--- src/rst_defines.svh ---
// Offsets, field positions and timing counts of the reset and wake block.
`ifndef RST_DEFINES_SVH
`define RST_DEFINES_SVH
// ****************************************************************
// Register map
// ****************************************************************
`define ADDR_RESET_CTRL     12'h000
`define ADDR_WAKE_STATUS    12'h004
`define ADDR_CLOCK_CONFIG   12'h008
// ****************************************************************
// Field positions of the reset control register
// ****************************************************************
`define BIT_PRIO_EN         7
`define BIT_SOFT_BOR        6
`define BIT_RI              4
`define BIT_WDT_TO          3
`define BIT_PWR_DOWN        2
`define BIT_POWER_ON        1
`define BIT_BROWN_OUT       0
// ****************************************************************
// Timing
// ****************************************************************
`define CLK_PERIOD_NS       100
`define OST_OSC_PERIODS     1024
`define PLL_LOCK_US         2000
`define PLL_LOCK_CYCLES     ((`PLL_LOCK_US * 1000) / `CLK_PERIOD_NS)
`define CSD_CYCLES_DEF      4
`define IOBST_CYCLES_DEF    16
`define MASTER_CLEAR_PIN_FILTER_DEF     3
`endif

--- src/rst_pkg.sv ---
// Types shared by the reset and wake block.
package rst_pkg;
   typedef enum logic [1:0] {
      CLK_PRIMARY_IDLE = 2'b00,
      CLK_SLOW_RC      = 2'b01,
      CLK_INT_OSC_MUX  = 2'b11,
      CLK_NONE_SLEEP   = 2'b10
   } pre_clk_t;
   typedef enum logic [1:0] {
      OSC_CRYSTAL = 2'b00,
      OSC_PLL     = 2'b01,
      OSC_EXT     = 2'b11,
      OSC_INT     = 2'b10
   } post_clk_t;
   typedef enum logic [1:0] {
      WS_RUN  = 2'b00,
      WS_WAIT = 2'b01,
      WS_DONE = 2'b11
   } wake_state_t;
endpackage

--- src/reset_status_wake_exit.sv ---
// Reset-cause register, master-clear filter and wake-exit sequencer with AXI4-Lite access.
//
// Local design decisions: register access over AXI4-Lite and the address map.
`timescale 1ns/1ns
`include "rst_defines.svh"
module reset_status_wake_exit #(
   parameter int PLL_CYCLES   = `PLL_LOCK_CYCLES,
   parameter int OST_CYCLES   = `OST_OSC_PERIODS,
   parameter int CSD_CYCLES   = `CSD_CYCLES_DEF,
   parameter int IOBST_CYCLES = `IOBST_CYCLES_DEF,
   parameter int FILT_CYCLES  = `MASTER_CLEAR_PIN_FILTER_DEF
) (
   input  wire logic                mclk,
   input  wire logic                reset_n,
   input  wire logic [11:0]         s_axi_awaddr,
   input  wire logic                s_axi_awvalid,
   output logic                     s_axi_awready,
   input  wire logic [31:0]         s_axi_wdata,
   input  wire logic [3:0]          s_axi_wstrb,
   input  wire logic                s_axi_wvalid,
   output logic                     s_axi_wready,
   output logic [1:0]               s_axi_bresp,
   output logic                     s_axi_bvalid,
   input  wire logic                s_axi_bready,
   input  wire logic [11:0]         s_axi_araddr,
   input  wire logic                s_axi_arvalid,
   output logic                     s_axi_arready,
   output logic [31:0]              s_axi_rdata,
   output logic [1:0]               s_axi_rresp,
   output logic                     s_axi_rvalid,
   input  wire logic                s_axi_rready,
   input  wire logic                power_on_event,
   input  wire logic                brownout_event,
   input  wire logic                reset_instr_event,
   input  wire logic                watchdog_timeout_event,
   input  wire logic                stack_full_event,
   input  wire logic                stack_underflow_event,
   input  wire logic                watchdog_clear_instr,
   input  wire logic                sleep_instr,
   input  wire logic                in_power_managed,
   input  wire logic [1:0]          brownout_config_mode,
   input  wire logic                master_clear_pin_enable,
   input  wire logic                master_clear_pin_in,
   output logic                     master_clear_pin_out,
   output logic                     master_clear_pin_oe,
   output logic                     master_clear_digital_in,
   input  wire logic                wake_event,
   input  wire rst_pkg::pre_clk_t   pre_wake_clock,
   input  wire rst_pkg::post_clk_t  post_wake_clock,
   input  wire logic                osc_tick,
   output logic                     device_reset,
   output logic                     cpu_run,
   output logic                     primary_clock_ready,
   output logic                     internal_osc_stable,
   output logic                     brownout_active,
   output logic                     interrupt_priority_enable,
   output logic [3:0]               reset_cause
);
   import rst_pkg::*;

   // ****************************************************************
   // Master-clear filter
   // ****************************************************************
   logic [7:0] filt_cnt_q;
   logic       master_clear_pin_q;
   logic       bor_arm_q;
   // Pin is input only; the device never pulls it, even on watchdog reset.
   assign master_clear_pin_out = 1'b0;
   assign master_clear_pin_oe  = 1'b0;
   // When disabled the pin is handed to the port logic as plain input.
   assign master_clear_digital_in = master_clear_pin_enable ? 1'b0 : master_clear_pin_in;

   // A low level must persist FILT_CYCLES before it counts, so glitches pass unseen.
   always_ff @(posedge mclk or negedge reset_n) begin
      if (!reset_n) begin
         filt_cnt_q <= 8'h00;
         master_clear_pin_q     <= 1'b0;
      end else if (!master_clear_pin_enable || master_clear_pin_in) begin
         filt_cnt_q <= 8'h00;
         master_clear_pin_q     <= 1'b0;
      end else if (filt_cnt_q >= 8'(FILT_CYCLES - 1)) begin
         master_clear_pin_q <= 1'b1;
      end else begin
         filt_cnt_q <= filt_cnt_q + 8'h01;
      end
   end

   // ****************************************************************
   // Reset control and status register
   // ****************************************************************
   logic       prio_q, soft_bor_q, ri_q, to_q, pd_q, por_q, bor_q;
   logic       wr_go, soft_mode, fw_wr;
   logic [7:0] wbyte;
   logic [3:0] cause_q;
   assign soft_mode = (brownout_config_mode == 2'b01);
   assign device_reset = master_clear_pin_q | power_on_event | brownout_event | reset_instr_event
                       | watchdog_timeout_event | stack_full_event | stack_underflow_event;
   assign interrupt_priority_enable = prio_q;
   assign brownout_active = (brownout_config_mode == 2'b11) || (brownout_config_mode == 2'b10
                          && !pd_q) || (soft_mode && soft_bor_q);
   assign reset_cause = cause_q;

   // Priority and soft brown-out controls; power-on restores their defaults.
   always_ff @(posedge mclk or negedge reset_n) begin
      if (!reset_n) begin
         prio_q     <= 1'b0;
         soft_bor_q <= 1'b0;
         bor_arm_q  <= 1'b1;
      end else if (bor_arm_q || power_on_event) begin
         // Default taken after release so the mode pins are sampled by a clock.
         prio_q     <= 1'b0;
         soft_bor_q <= soft_mode;
         bor_arm_q  <= 1'b0;
      end else if (fw_wr) begin
         prio_q     <= wbyte[`BIT_PRIO_EN];
         soft_bor_q <= wbyte[`BIT_SOFT_BOR] & soft_mode;
      end
   end

   // Low flags: firmware may only set RI, power-on and brown-out; events clear and win.
   always_ff @(posedge mclk or negedge reset_n) begin
      if (!reset_n) begin
         ri_q  <= 1'b1;
         to_q  <= 1'b1;
         pd_q  <= 1'b1;
         por_q <= 1'b0;
         bor_q <= 1'b0;
      end else begin
         if (reset_instr_event) ri_q <= 1'b0;
         else if (fw_wr && wbyte[`BIT_RI]) ri_q <= 1'b1;
         if (watchdog_timeout_event) to_q <= 1'b0;
         else if (power_on_event || watchdog_clear_instr || sleep_instr) to_q <= 1'b1;
         if (sleep_instr) pd_q <= 1'b0;
         else if (power_on_event || watchdog_clear_instr) pd_q <= 1'b1;
         if (power_on_event) por_q <= 1'b0;
         else if (fw_wr && wbyte[`BIT_POWER_ON]) por_q <= 1'b1;
         if (power_on_event || brownout_event) bor_q <= 1'b0;
         else if (fw_wr && wbyte[`BIT_BROWN_OUT]) bor_q <= 1'b1;
      end
   end

   // Last reset kind, one code per source (two for master clear, none for a watchdog time-out in power-managed mode), so firmware need not decode flags.
   always_ff @(posedge mclk or negedge reset_n) begin
      if (!reset_n) begin
         cause_q <= 4'h0;
      end else if (power_on_event) begin
         cause_q <= 4'h1;
      end else if (brownout_event) begin
         cause_q <= 4'h5;
      end else if (watchdog_timeout_event && !in_power_managed) begin
         cause_q <= 4'h4;
      end else if (reset_instr_event) begin
         cause_q <= 4'h6;
      end else if (stack_full_event) begin
         cause_q <= 4'h7;
      end else if (stack_underflow_event) begin
         cause_q <= 4'h8;
      end else if (master_clear_pin_q) begin
         cause_q <= in_power_managed ? 4'h3 : 4'h2;
      end
   end

   // ****************************************************************
   // Wake-exit sequencer
   // ****************************************************************
   wake_state_t ws_q;
   logic [31:0] csd_q, ost_q, pll_q, iob_q;
   logic        need_ost, need_pll, need_iob, any_busy;
   // Primary idle keeps the clock alive and external or internal sources need no start-up.
   assign need_ost = (pre_wake_clock != CLK_PRIMARY_IDLE)
                  && (post_wake_clock == OSC_CRYSTAL || post_wake_clock == OSC_PLL);
   assign need_pll = need_ost && (post_wake_clock == OSC_PLL);
   // The slow RC class is the 31 kHz source; the mux class spans 8 MHz and postscaled taps.
   assign need_iob = (post_wake_clock == OSC_INT)
                  && (pre_wake_clock == CLK_SLOW_RC || pre_wake_clock == CLK_NONE_SLEEP);
   // Only the CSD delay, start-up and PLL stall the CPU; oscillator settling runs beside execution.
   assign any_busy = (csd_q != 0) || (ost_q != 0) || (pll_q != 0);

   // All counters load at the wake edge; CSD, start-up and settling run together, but PLL lock waits for start-up to end.
   always_ff @(posedge mclk or negedge reset_n) begin
      if (!reset_n) begin
         ws_q  <= WS_RUN;
         csd_q <= 32'h0000_0000;
         ost_q <= 32'h0000_0000;
         pll_q <= 32'h0000_0000;
         iob_q <= 32'h0000_0000;
      end else begin
         case (ws_q)
            WS_RUN: begin
               if (wake_event) begin
                  csd_q <= 32'(CSD_CYCLES);
                  ost_q <= need_ost ? 32'(OST_CYCLES) : 32'h0000_0000;
                  pll_q <= need_pll ? 32'(PLL_CYCLES) : 32'h0000_0000;
                  iob_q <= need_iob ? 32'(IOBST_CYCLES) : 32'h0000_0000;
                  ws_q  <= WS_WAIT;
               end
            end
            WS_WAIT: begin
               if (csd_q != 0) csd_q <= csd_q - 32'h1;
               // Start-up counts oscillator periods; PLL lock follows it.
               if (ost_q != 0 && osc_tick) ost_q <= ost_q - 32'h1;
               else if (ost_q == 0 && pll_q != 0) pll_q <= pll_q - 32'h1;
               if (iob_q != 0) iob_q <= iob_q - 32'h1;
               if (!any_busy && iob_q == 0) ws_q <= WS_DONE;
            end
            WS_DONE: ws_q <= WS_RUN;
            default: ws_q <= WS_RUN;
         endcase
      end
   end
   // Execution resumes on the first clock after the longest stall delay.
   assign cpu_run = !device_reset && !(ws_q == WS_WAIT && any_busy);

   // Ready bits clear while the relevant oscillator is still starting.
   always_ff @(posedge mclk or negedge reset_n) begin
      if (!reset_n) begin
         primary_clock_ready <= 1'b0;
         internal_osc_stable <= 1'b0;
      end else if (ws_q == WS_RUN && wake_event) begin
         primary_clock_ready <= (post_wake_clock != OSC_INT) && !need_ost;
         internal_osc_stable <= (post_wake_clock == OSC_INT) && !need_iob;
      end else if (ws_q == WS_WAIT) begin
         if (post_wake_clock != OSC_INT && ost_q == 0 && pll_q == 0) primary_clock_ready <= 1'b1;
         if (post_wake_clock == OSC_INT && iob_q == 0) internal_osc_stable <= 1'b1;
      end
   end

   // ****************************************************************
   // AXI4-Lite slave
   // ****************************************************************
   logic        aw_q, w_q;
   logic [11:0] awa_q;
   logic [7:0]  wd_q;
   logic        wstb_q;
   assign s_axi_awready = !aw_q && !s_axi_bvalid;
   assign s_axi_wready  = !w_q && !s_axi_bvalid;
   assign wr_go = aw_q && w_q && !s_axi_bvalid;
   assign fw_wr = wr_go && wstb_q && (awa_q == `ADDR_RESET_CTRL);
   assign wbyte = wd_q;

   // Address and data are latched independently and joined for one response.
   always_ff @(posedge mclk or negedge reset_n) begin
      if (!reset_n) begin
         aw_q         <= 1'b0;
         w_q          <= 1'b0;
         awa_q        <= 12'h000;
         wd_q         <= 8'h00;
         wstb_q       <= 1'b0;
         s_axi_bvalid <= 1'b0;
         s_axi_bresp  <= 2'b00;
      end else begin
         if (s_axi_awvalid && s_axi_awready) begin
            aw_q  <= 1'b1;
            awa_q <= {s_axi_awaddr[11:2], 2'b00};
         end
         if (s_axi_wvalid && s_axi_wready) begin
            w_q    <= 1'b1;
            wd_q   <= s_axi_wdata[7:0];
            wstb_q <= s_axi_wstrb[0];
         end
         if (wr_go) begin
            aw_q         <= 1'b0;
            w_q          <= 1'b0;
            s_axi_bvalid <= 1'b1;
            s_axi_bresp  <= (awa_q == `ADDR_RESET_CTRL) ? 2'b00 : 2'b10;
         end else if (s_axi_bvalid && s_axi_bready) begin
            s_axi_bvalid <= 1'b0;
         end
      end
   end

   // Reads return a registered word one cycle after the address is taken.
   assign s_axi_arready = !s_axi_rvalid;
   always_ff @(posedge mclk or negedge reset_n) begin
      if (!reset_n) begin
         s_axi_rvalid <= 1'b0;
         s_axi_rdata  <= 32'h0000_0000;
         s_axi_rresp  <= 2'b00;
      end else if (s_axi_arvalid && s_axi_arready) begin
         s_axi_rvalid <= 1'b1;
         s_axi_rresp  <= 2'b00;
         case ({s_axi_araddr[11:2], 2'b00})
            // Bit 5 is hard zero; bit 6 reads zero outside software mode.
            `ADDR_RESET_CTRL: s_axi_rdata <= {24'h000000, prio_q, soft_bor_q & soft_mode,
                                              1'b0, ri_q, to_q, pd_q, por_q, bor_q};
            `ADDR_WAKE_STATUS: s_axi_rdata <= {24'h000000, cause_q, internal_osc_stable,
                                               primary_clock_ready, cpu_run, brownout_active};
            `ADDR_CLOCK_CONFIG: s_axi_rdata <= {26'h0000000, master_clear_pin_enable,
                                                brownout_config_mode, 1'b0, ws_q};
            default: begin
               s_axi_rdata <= 32'h0000_0000;
               s_axi_rresp <= 2'b10;
            end
         endcase
      end else if (s_axi_rvalid && s_axi_rready) begin
         s_axi_rvalid <= 1'b0;
      end
   end
endmodule

--- config.mk ---
export PLATFORM = sky130hd
export DESIGN_NAME = reset_status_wake_exit
export DESIGN_NICKNAME = d
export VERILOG_FILES = /design/src/rst_pkg.sv /design/src/reset_status_wake_exit.sv
export VERILOG_INCLUDE_DIRS = /design/src /design/src/src
export SDC_FILE = /design/constraint.sdc
export NUM_CORES = 1
export LEC_CHECK = 0
export BUFFER_PORTS_ARGS = -buffer_cell sky130_fd_sc_hd__clkbuf_2
export CORE_ASPECT_RATIO = 1.5
export CORE_MARGIN = 5
export CORE_UTILIZATION = 37
export DETAILED_ROUTE_END_ITERATION = 16
export HOLD_SLACK_MARGIN = 0.03
export PLACE_DENSITY = 0.6
export SETUP_SLACK_MARGIN = 0.1
export SYNTH_ARGS = -nofsm -noshare
export SYNTH_HDL_FRONTEND = slang
export SYNTH_SLANG_ARGS = --single-unit
--- constraint.sdc ---
create_clock -name mclk -period 3.5 [get_ports mclk]
set_input_delay 0.175 -clock mclk [delete_from_list [all_inputs] [get_ports mclk]]
set_output_delay 0.175 -clock mclk [all_outputs]
set_load 0.03 [all_outputs]
# [Word-level counts from Yosys, hierarchy flattened]
# Index checks and enable logic that the tools add are counted.
[totals] regBits=212 wordCells=214 out_inout_bits=54 mem_bits_rw=0 romBits=0 latch_bits=0 n_memories=0
[classes] n_shift=0 muxes=63 n_div=0 n_mul=0 bitwise_logic=8 eq_ne=19 magnitude_cmp=1 add_sub_neg=5 n_reduce_logical=90
[op_table] op="two-way mux 32 bit" count=9
[op_table] op="case mux 32 bit (2 select lines)" count=4
[op_table] op="nonzero test 32 bit" count=4
[op_table] op="subtractor 32 x 1 -> 32 bit (second input constant)" count=4
[op_table] op="logical NOT 32 bit" count=3
[op_table] op="two-way mux 1 bit" count=32
[op_table] op="nonzero test 2 bit" count=16
[op_table] op="logical AND 1 bit" count=31
[op_table] op="two-way mux 4 bit" count=7
[op_table] op="case mux 8 bit (3 select lines)" count=1
[op_table] op="!= test 2 bit (second input constant)" count=9
[op_table] op="two-way mux 8 bit" count=2
[op_table] op="two-way mux 15 bit" count=1
[op_table] op="logical NOT 1 bit" count=12
[op_table] op="logical NOT 12 bit" count=1
[op_table] op="logical OR 1 bit" count=11
[op_table] op="two-way mux 11 bit" count=1
[op_table] op="== test 10 x 1 -> 1 bit (second input constant)" count=1
[op_table] op="== test 10 x 2 -> 1 bit (second input constant)" count=1
[op_table] op="logical NOT 10 bit" count=1
[op_table] op="AND reduction 3 bit" count=3
[op_table] op="adder 8 x 1 -> 8 bit (second input constant)" count=1
[op_table] op="== test 2 x 1 -> 1 bit (second input constant)" count=4
[op_table] op="== test 2 bit (second input constant)" count=4
[op_table] op="11 further kinds" count=23

# [Depth between registers and ports, before layout]
# Gate-level depths: netlist (run 1).
[depth] depth_word=9 depth_mapped=10 mapped_depth_nobuf=8

# [Worst setup path after synthesis (run 1)]
# OpenSTA, ideal clock, no wires.
[synth_timing] path_type="register to output" from="register pll_q[17]" to="output port cpu_run" n_path_buf=2 arrival_ns=2.742 path_slack_ns=0.583 stages_incl_launch_ff=9 cell_sequence="dfrtp_1 or4_1 clkbuf_1 or3_1 clkbuf_1 or4_1 nor2_1 a21oi_1 nor2_1"
[synth_between] elab_chain_len=5
[synth_rtl] item="from (decl)" line="reset_status_wake_exit.sv:167" source="logic [31:0] csd_q, ost_q, pll_q, iob_q;"
[synth_rtl] item="from (signal assigned)" line="reset_status_wake_exit.sv:193" source="pll_q <= need_pll ? 32'(PLL_CYCLES) : 32'h0000_0000;"
[synth_rtl] item="from (signal assigned)" line="reset_status_wake_exit.sv:202" source="else if (ost_q == 0 && pll_q != 0) pll_q <= pll_q - 32'h1;"
[synth_rtl] item="nonzero test 32 bit" line="reset_status_wake_exit.sv:177" source="assign any_busy = (csd_q != 0) || (ost_q != 0) || (pll_q != 0);"
[synth_rtl] item="logical OR 1 bit" line="reset_status_wake_exit.sv:177"
[synth_rtl] item="logical AND 1 bit" line="reset_status_wake_exit.sv:212" source="assign cpu_run = !device_reset && !(ws_q == WS_WAIT && any_busy);"
[synth_rtl] item="logical NOT 1 bit" line="reset_status_wake_exit.sv:212"
[synth_rtl] item="logical AND 1 bit" line="reset_status_wake_exit.sv:212"
[synth_rtl] item="to (decl)" line="reset_status_wake_exit.sv:52" source="output logic cpu_run,"
# No other way between the ends.

# [Worst setup path after layout (run 1)]
# Ends and elaborated chain as after synthesis.

==> results.md, run 1 <==
- N_diodes: 0
- Fillcell total: 2,483
- Pwr dens: around 660 mW/mm²
- Vert. Die Dim: around 210 µm
- WL per Instance: 15.1 µm
- Worst skew pair latency: 0.43 ns
- Global-route wire length before repair: 38,500 µm
- RSZ-0062 raised after global routing: false
- Clock sinks: 183
- Commonest non-fill, non-tap cells in the layout: 179 x dfrtp_1, 135 x nor2_1, 75 x nand2_1, 75 x clkbuf_2, 58 x o21ai_0
- Final Hold Vio Count: 0
- I/O Buffers: 77
- DR top layer: met4
- Arr. time, crit path: between 3 and 4 ns
- Clock Tree Root: clkbuf_16
- Dpl hpwl: between 15,000 and 20,000 µm
- Outcome: completed
- Yosys cell types: just over 60
- Hold crit path type: in2reg
- Routed length on met2: approximately 11,000 µm
- Die ar.: approximately 0.029 mm²
- Seq/Total Area, Yosys: between 40% and 50%
- Synth Area in Adders: under 10%
- Min cycle time layout: 3.24 ns
- Maximum root-to-sink buffer count: 2
- Gr ovfl total: 0
- Placed instance area: 0.0104 mm²
- Leak: between 4 and 5 nW
- TNS Setup: 0 ns
- RD Place Congestion: about 0.83
- Via density per instance: 5.32
- Fin nets: about 1.2k
- Avg Cell Area, Syn: around 9.3 µm²
- Yosys warnings: 0
- Peak supply drop: approximately 0.00045 V
- Post-synthesis mux area share: approximately 3.8%
- Synth Instances: between 1k and 1.5k
- #FFs+latches synth: roughly 180
- Antenna violations before repair: 0
- Simple-Gate Fraction of Synth Area: about a quarter
- Chip width: around 140 µm
- Ys async rst share: 100%
- Worst Tran Pin Value: 0.847 ns
- Initial DRC count: 508
- Final instance area: ~0.011 mm²
- Cell Area, Synth: between 0.009 and 0.01 mm²
- Max Fclk: just over 300 MHz
- Rel. slew slack: between 40% and 50%
- Core Area: 0.0257 mm²
- CP endpoint kind: output pin
- Max_cap viols: 0
- CP Class: reg2out
- Buffer count from post-CTS setup fixing: 0
- Post-synth EDFFs: 0
- TritonRoute pass-1 iters: 4
- Post-synthesis compound-gate area fraction: between 10% and 20%
- Worst endpoint required time: roughly 3.3 ns
- Worst-path clk slew: roughly 0.07 ns
- Pins Over Slew Limit: 0
- H-Tree Level Count: 4
- Layout cell share with drive strength beyond 1: around 16%
- Post-synthesis xor/xnor area fraction: under 10%
- Setup violators final: 0
- Largest family of logic cells by synthesized area: simple AND/OR/NAND/NOR gates
- Startpoint Class: register
- Top_reg_cell synth: dfrtp_1
- Area growth syn-to-layout: 17.4%
- Met3 wire len: approximately 980 µm
- # IOs: 140
- Vias after detailed routing: approximately 7.9k
- Clk_skew: 0.00931 ns
- Worst Path Max Fanout: 7
- M1 wire length: between 9000 and 10,000 µm
- CTS tree: built
- GRT Util Overall: 15.6%
- Initial Util: about 37%
- Rows: ~70
- CTS Buf Count: 17
- Largest net degree at the start of global routing: 90
- Post-Route WL: ~22,000 µm
- ANT nets after route: 0
- Final core utilization: 43.9%
- Most common cell after layout, fill and taps aside: dfrtp_1
- Number of global-route vias before repair: around 7.9k
- Final worst path period share: between 90% and 100%
- DRC viols: 0
layer usage:
metal  global-route usage, %  vias up
met3                    2.79       21
li1                        -     3866
met4                    4.90        0
met2                    27.6      160
met1                    19.3     3879
met5                       0        -
cells in the mapped netlist, drive strengths merged (5+ instances only):
library cell    n  share of area (%)
dfrtp         179                 47
nor2          136                5.3
nand2          75                2.9
o21ai          63                3.3
a21oi          47                2.5
xor2           46                4.2
nor4           40                2.7
clkbuf         36                1.4
or4            36                2.9
buf            33                2.5
nand3          33                1.7
nor3           32                1.7
or3            32                2.1
inv            20               0.78
mux2           19                2.2
xnor2          17                1.6
mux2i          15                1.6
nand2b         14               0.91
o211ai         14                1.1
o31ai          14                1.1
nand4          13               0.85
or2            13               0.85
and2           10               0.65
a31oi           9               0.59
ha              8                1.0
nor2b           8               0.52
nand3b          7               0.55
nand4b          6               0.55
a22oi           5               0.39
and3            5               0.33
critical path: stages, from the launching register on:
cell	delay (ns)
dfrtp_1	0.42
or4_4	0.59
or3_4	0.42
or4_1	0.56
nor2_2	0.21
a21oi_2	0.12
nor2_1	0.13
clkbuf_4	0.20
cell families after synthesis:
| kind of cell | Yosys count |
|---|---|
| fa+ha+maj | 8 |
| compound gates | 178 |
| flops | 183 |
| simple gates | 472 |
| xor+xnor | 63 |
| mux | 34 |
| buf+inv | 90 |
| other cells | 1 |
sequential cells by signal (all words and copies together), names as in the netlist, 2 cells and up:
register     flops
ws_q             2
csd_q           32
awa_q           10
wbyte            5
iob_q           32
reset_cause      4
s_axi_rdata      8
pll_q           32
filt_cnt_q       8
ost_q           32
power breakdown:
part	internal, mW	total [mW]	switching [mW]
Clock	1.03	1.82	0.790
Sequential	2.72	3.27	0.549
Combinational	1.05	2.40	1.35
area by class of cell:
type                            count  area [µm²]  area share [%]
Multi-Input combinational cell    784        4680            41.6
Sequential cell                   183        4580            40.7
Timing Repair Buffer              139         947            8.41
Clock buffer                       23         478            4.24
Tap cell                          333         417            3.70
Inverter                           21        78.8           0.700
Clock inverter                      7        72.6           0.645
repair_timing:
item	4_1_cts	5_1_grt
resized for setup	3	3
hold endpoints to repair	110	0
endpoints found under the setup margin	1	1
hold buffers	29	0
cloned	0	0
per-stage QoR:
step / total power, mW / hold slack, ns / cells / setup slack (ns)
2_1_floorplan: 4.99 / -0.121 / 1057 / 0.583
3_3_place_gp: 5.60 / 0.278 / 1431 / 0.446
3_5_place_dp: 5.68 / 0.275 / 1431 / 0.411
4_1_cts: 7.57 / 0.0411 / 1490 / 0.158
5_1_grt: 8.04 / 0.0918 / 1490 / 0.105
6_report: 7.49 / 0.0688 / 1490 / 0.263
final timing paths:
check | startpoint | to | slack (ns) | cells after the start
max | pll_q[17] | cpu_run | 0.26 | 7
min | brownout_config_mode[0] | soft_bor_q | 0.07 | 3
max reg2reg | csd_q[0] | csd_q[31] | 0.43 | 8
min reg2reg | s_axi_rresp[1] | s_axi_rresp[1] | 0.47 | 2
max in group asynchronous | reset_n | pll_q[21] | 2.30 | 3
min in group asynchronous | reset_n | awa_q[11] | 0.36 | 2
(Power assumes the default switching activity.)
==> run 2: changes to the inputs <==
- CTS_CLUSTER_SIZE: not set -> 25
- SETUP_SLACK_MARGIN: 0.1 -> 0.5
==> run 2 against run 1 <==
Effect of this change:
- power grew 0.80%
- highest routed layer unchanged
- die area unchanged
- routed wire length is 1.3% higher
- maximum frequency increased by 7.4%
- global-route usage grew 0.17 points
- via count increased by 0.67%
- combinational power grew 3%
==> results.md, run 2 (synthesis results as in run 1) <==
- Outcome: completed (unchanged)
- Clock Tree Root: clkbuf_16 (unchanged)
- Worst endpoint required time: 3.32 ns (about the same)
- Gr ovfl total: 0 (unchanged)
- Chip width: 141 µm (unchanged)
- CTS Buf Count: 17 (unchanged)
- H-Tree Level Count: 4 (unchanged)
- DRC viols: 0 (unchanged)
- CP top delay family: simple AND/OR/NAND/NOR gates (unchanged)
- Final core utilization: 44.4% (was 43.9%)
- Final Hold Vio Count: 0 (unchanged)
- RD Place Congestion: 0.833 (unchanged)
- Rows: 72 (unchanged)
- Core Area: 0.0257 mm² (unchanged)
- Hold crit path type: in2reg (unchanged)
- Dpl hpwl: 16,000 µm (unchanged)
- Initial Util: 37.4% (unchanged)
- Global-route wire length before repair: 38,900 µm (was 38,500 µm)
- Area growth syn-to-layout: 18.9% (was 17.4%)
- Final worst path period share: 86.1% (was 92.5%)
- Layout cell share with drive strength beyond 1: 17.9% (was 16.2%)
- Initial DRC count: 461 (was 508)
- ANT nets after route: 0 (unchanged)
- Vert. Die Dim: 207 µm (unchanged)
- Pwr dens: 662 mW/mm² (was 665 mW/mm²)
- Post-Route WL: 22,800 µm (was 22,500 µm)
- WL per Instance: 15.2 µm (was 15.1 µm)
- Die ar.: 0.0293 mm² (unchanged)
- Fin nets: 1,249 (was 1,240)
- GRT Util Overall: 15.8% (was 15.6%)
- Max Fclk: 332 MHz (was 309 MHz)
- Peak supply drop: 0.000452 V (was 0.000451 V)
- TNS Setup: 0 ns (unchanged)
- Clk_skew: 0.00940 ns (was 0.00931 ns)
- RSZ-0062 raised after global routing: true (was false)
- Worst Path Max Fanout: 3 (was 7)
- Worst Tran Pin Value: 0.841 ns (was 0.847 ns)
- Worst-path clk slew: 0.07 ns (about the same)
- CTS tree: built (unchanged)
- # IOs: 140 (unchanged)
- CP Class: reg2out (unchanged)
- Arr. time, crit path: 2.84 ns (was 3.06 ns)
- Min cycle time layout: 3.01 ns (was 3.24 ns)
- Most frequent CP cell: or4_4
- TritonRoute pass-1 iters: 4 (unchanged)
- Startpoint Class: register (unchanged)
- Pins Over Slew Limit: 0 (unchanged)
- Rel. slew slack: 43.7% (was 43.3%)
- Largest net degree at the start of global routing: 90 (unchanged)
- Most common cell after layout, fill and taps aside: dfrtp_1 (unchanged)
- CP peak stage delay: 0.55 ns (was 0.59 ns)
- Antenna violations before repair: 0 (unchanged)
- I/O Buffers: 77 (unchanged)
- Number of global-route vias before repair: 7,979 (was 7,918)
- Setup violators final: 0 (unchanged)
- Critical path, cell by cell: or4_4, or3_4, or4_4, nor2_4, a21oi_4, nor2_2, clkbuf_8 (was or4_4, or3_4, or4_1, nor2_2, a21oi_2, nor2_1, clkbuf_4)
- Worst skew pair latency: 0.43 ns (about the same)
- Vias after detailed routing: 7,979 (was 7,926)
- N_diodes: 0 (unchanged)
- Clock sinks: 183 (unchanged)
- Commonest non-fill, non-tap cells in the layout: 177 x dfrtp_1, 134 x nor2_1, 75 x nand2_1, 75 x clkbuf_2, 58 x o21ai_0 (was 179 x dfrtp_1, 135 x nor2_1, 75 x nand2_1, 75 x clkbuf_2, 58 x o21ai_0)
- Max_cap viols: 0 (unchanged)
- Via density per instance: 5.32 (about the same)
- Buf/Inv on CP: 1 (unchanged)
- Leak: 4.99 nW (was 4.94 nW)
- Worst path slowest cell: or4_4 (unchanged)
- CP endpoint kind: output pin (unchanged)
- Maximum root-to-sink buffer count: 2 (unchanged)
## run 2: per-stage QoR
| step | power [mW] | instances | hold WS [ns] | area, µm² | worst slack (ns) |
|---|---|---|---|---|---|
| after floorplan | 4.99 | 1057 | -0.121 | 9700 | 0.583 |
| after global placement | 5.60 | 1431 | 0.278 | 10400 | 0.446 |
| after detailed placement | 5.68 | 1431 | 0.275 | 10400 | 0.411 |
| after CTS | 7.59 | 1496 | 0.0411 | 11300 | 0.430 |
| after global routing | 8.10 | 1499 | 0.0918 | 11400 | 0.387 |
| final | 7.55 | 1499 | 0.0674 | 11400 | 0.485 |
## run 2: report_power, final
group	total, mW	internal, mW	switching (mW)
clock	1.82	1.03	0.792
combinational	2.46	1.08	1.38
sequential	3.27	2.72	0.550
## run 2: path summary, 6_finish.rpt
kind / startpoint / to / slack (ns) / depth (start not counted)
max in group asynchronous: reset_n / pll_q[26] / 2.28 / 3
setup / recovery: pll_q[20] / cpu_run / 0.49 / 7
hold reg to reg: s_axi_rresp[1] / s_axi_rresp[1] / 0.47 / 2
hold / removal: brownout_config_mode[0] / soft_bor_q / 0.07 / 3
setup reg to reg: pll_q[2] / pll_q[30] / 0.62 / 6
min in group asynchronous: reset_n / awa_q[11] / 0.36 / 2
## run 2: what timing repair did
item                                    CTS  global route
endpoints found under the setup margin    4            21
hold buffers                             29             0
pin swaps                                 4             2
resized for setup                        10            12
hold endpoints to repair                110             0
setup buffers                             6             3
## run 2: per-layer routing
| layer | up-vias | share of wire [%] | GRT usage (%) | wire length (µm) |
|---|---|---|---|---|
| li1 | 3882 | - | - | - |
| met1 | 3934 | 43 | 19.4 | 9880 |
| met2 | 141 | 51 | 28.0 | 11600 |
| met3 | 22 | 4.1 | 2.79 | 941 |
| met4 | 0 | 1.5 | 4.90 | 346 |
| met5 | - | 0 | 0 | 0 |
## run 2: cell type report
type / instances / area (µm²)
Sequential cell: 183 / 4590
Inverter: 21 / 78.8
Clock buffer: 23 / 478
Multi-Input combinational cell: 784 / 4750
Clock inverter: 7 / 72.6
Tap cell: 333 / 417
Timing Repair Buffer: 148 / 1020
Fill cell: 2480 / 14300
## run 2: worst min-delay path, delay by kind of cell
family / cells / cell delay [ns]
buffers and inverters: 1 / 0.11
AO/OA/AOI/OAI: 1 / 0.08
AND/OR/NAND/NOR: 1 / 0.08
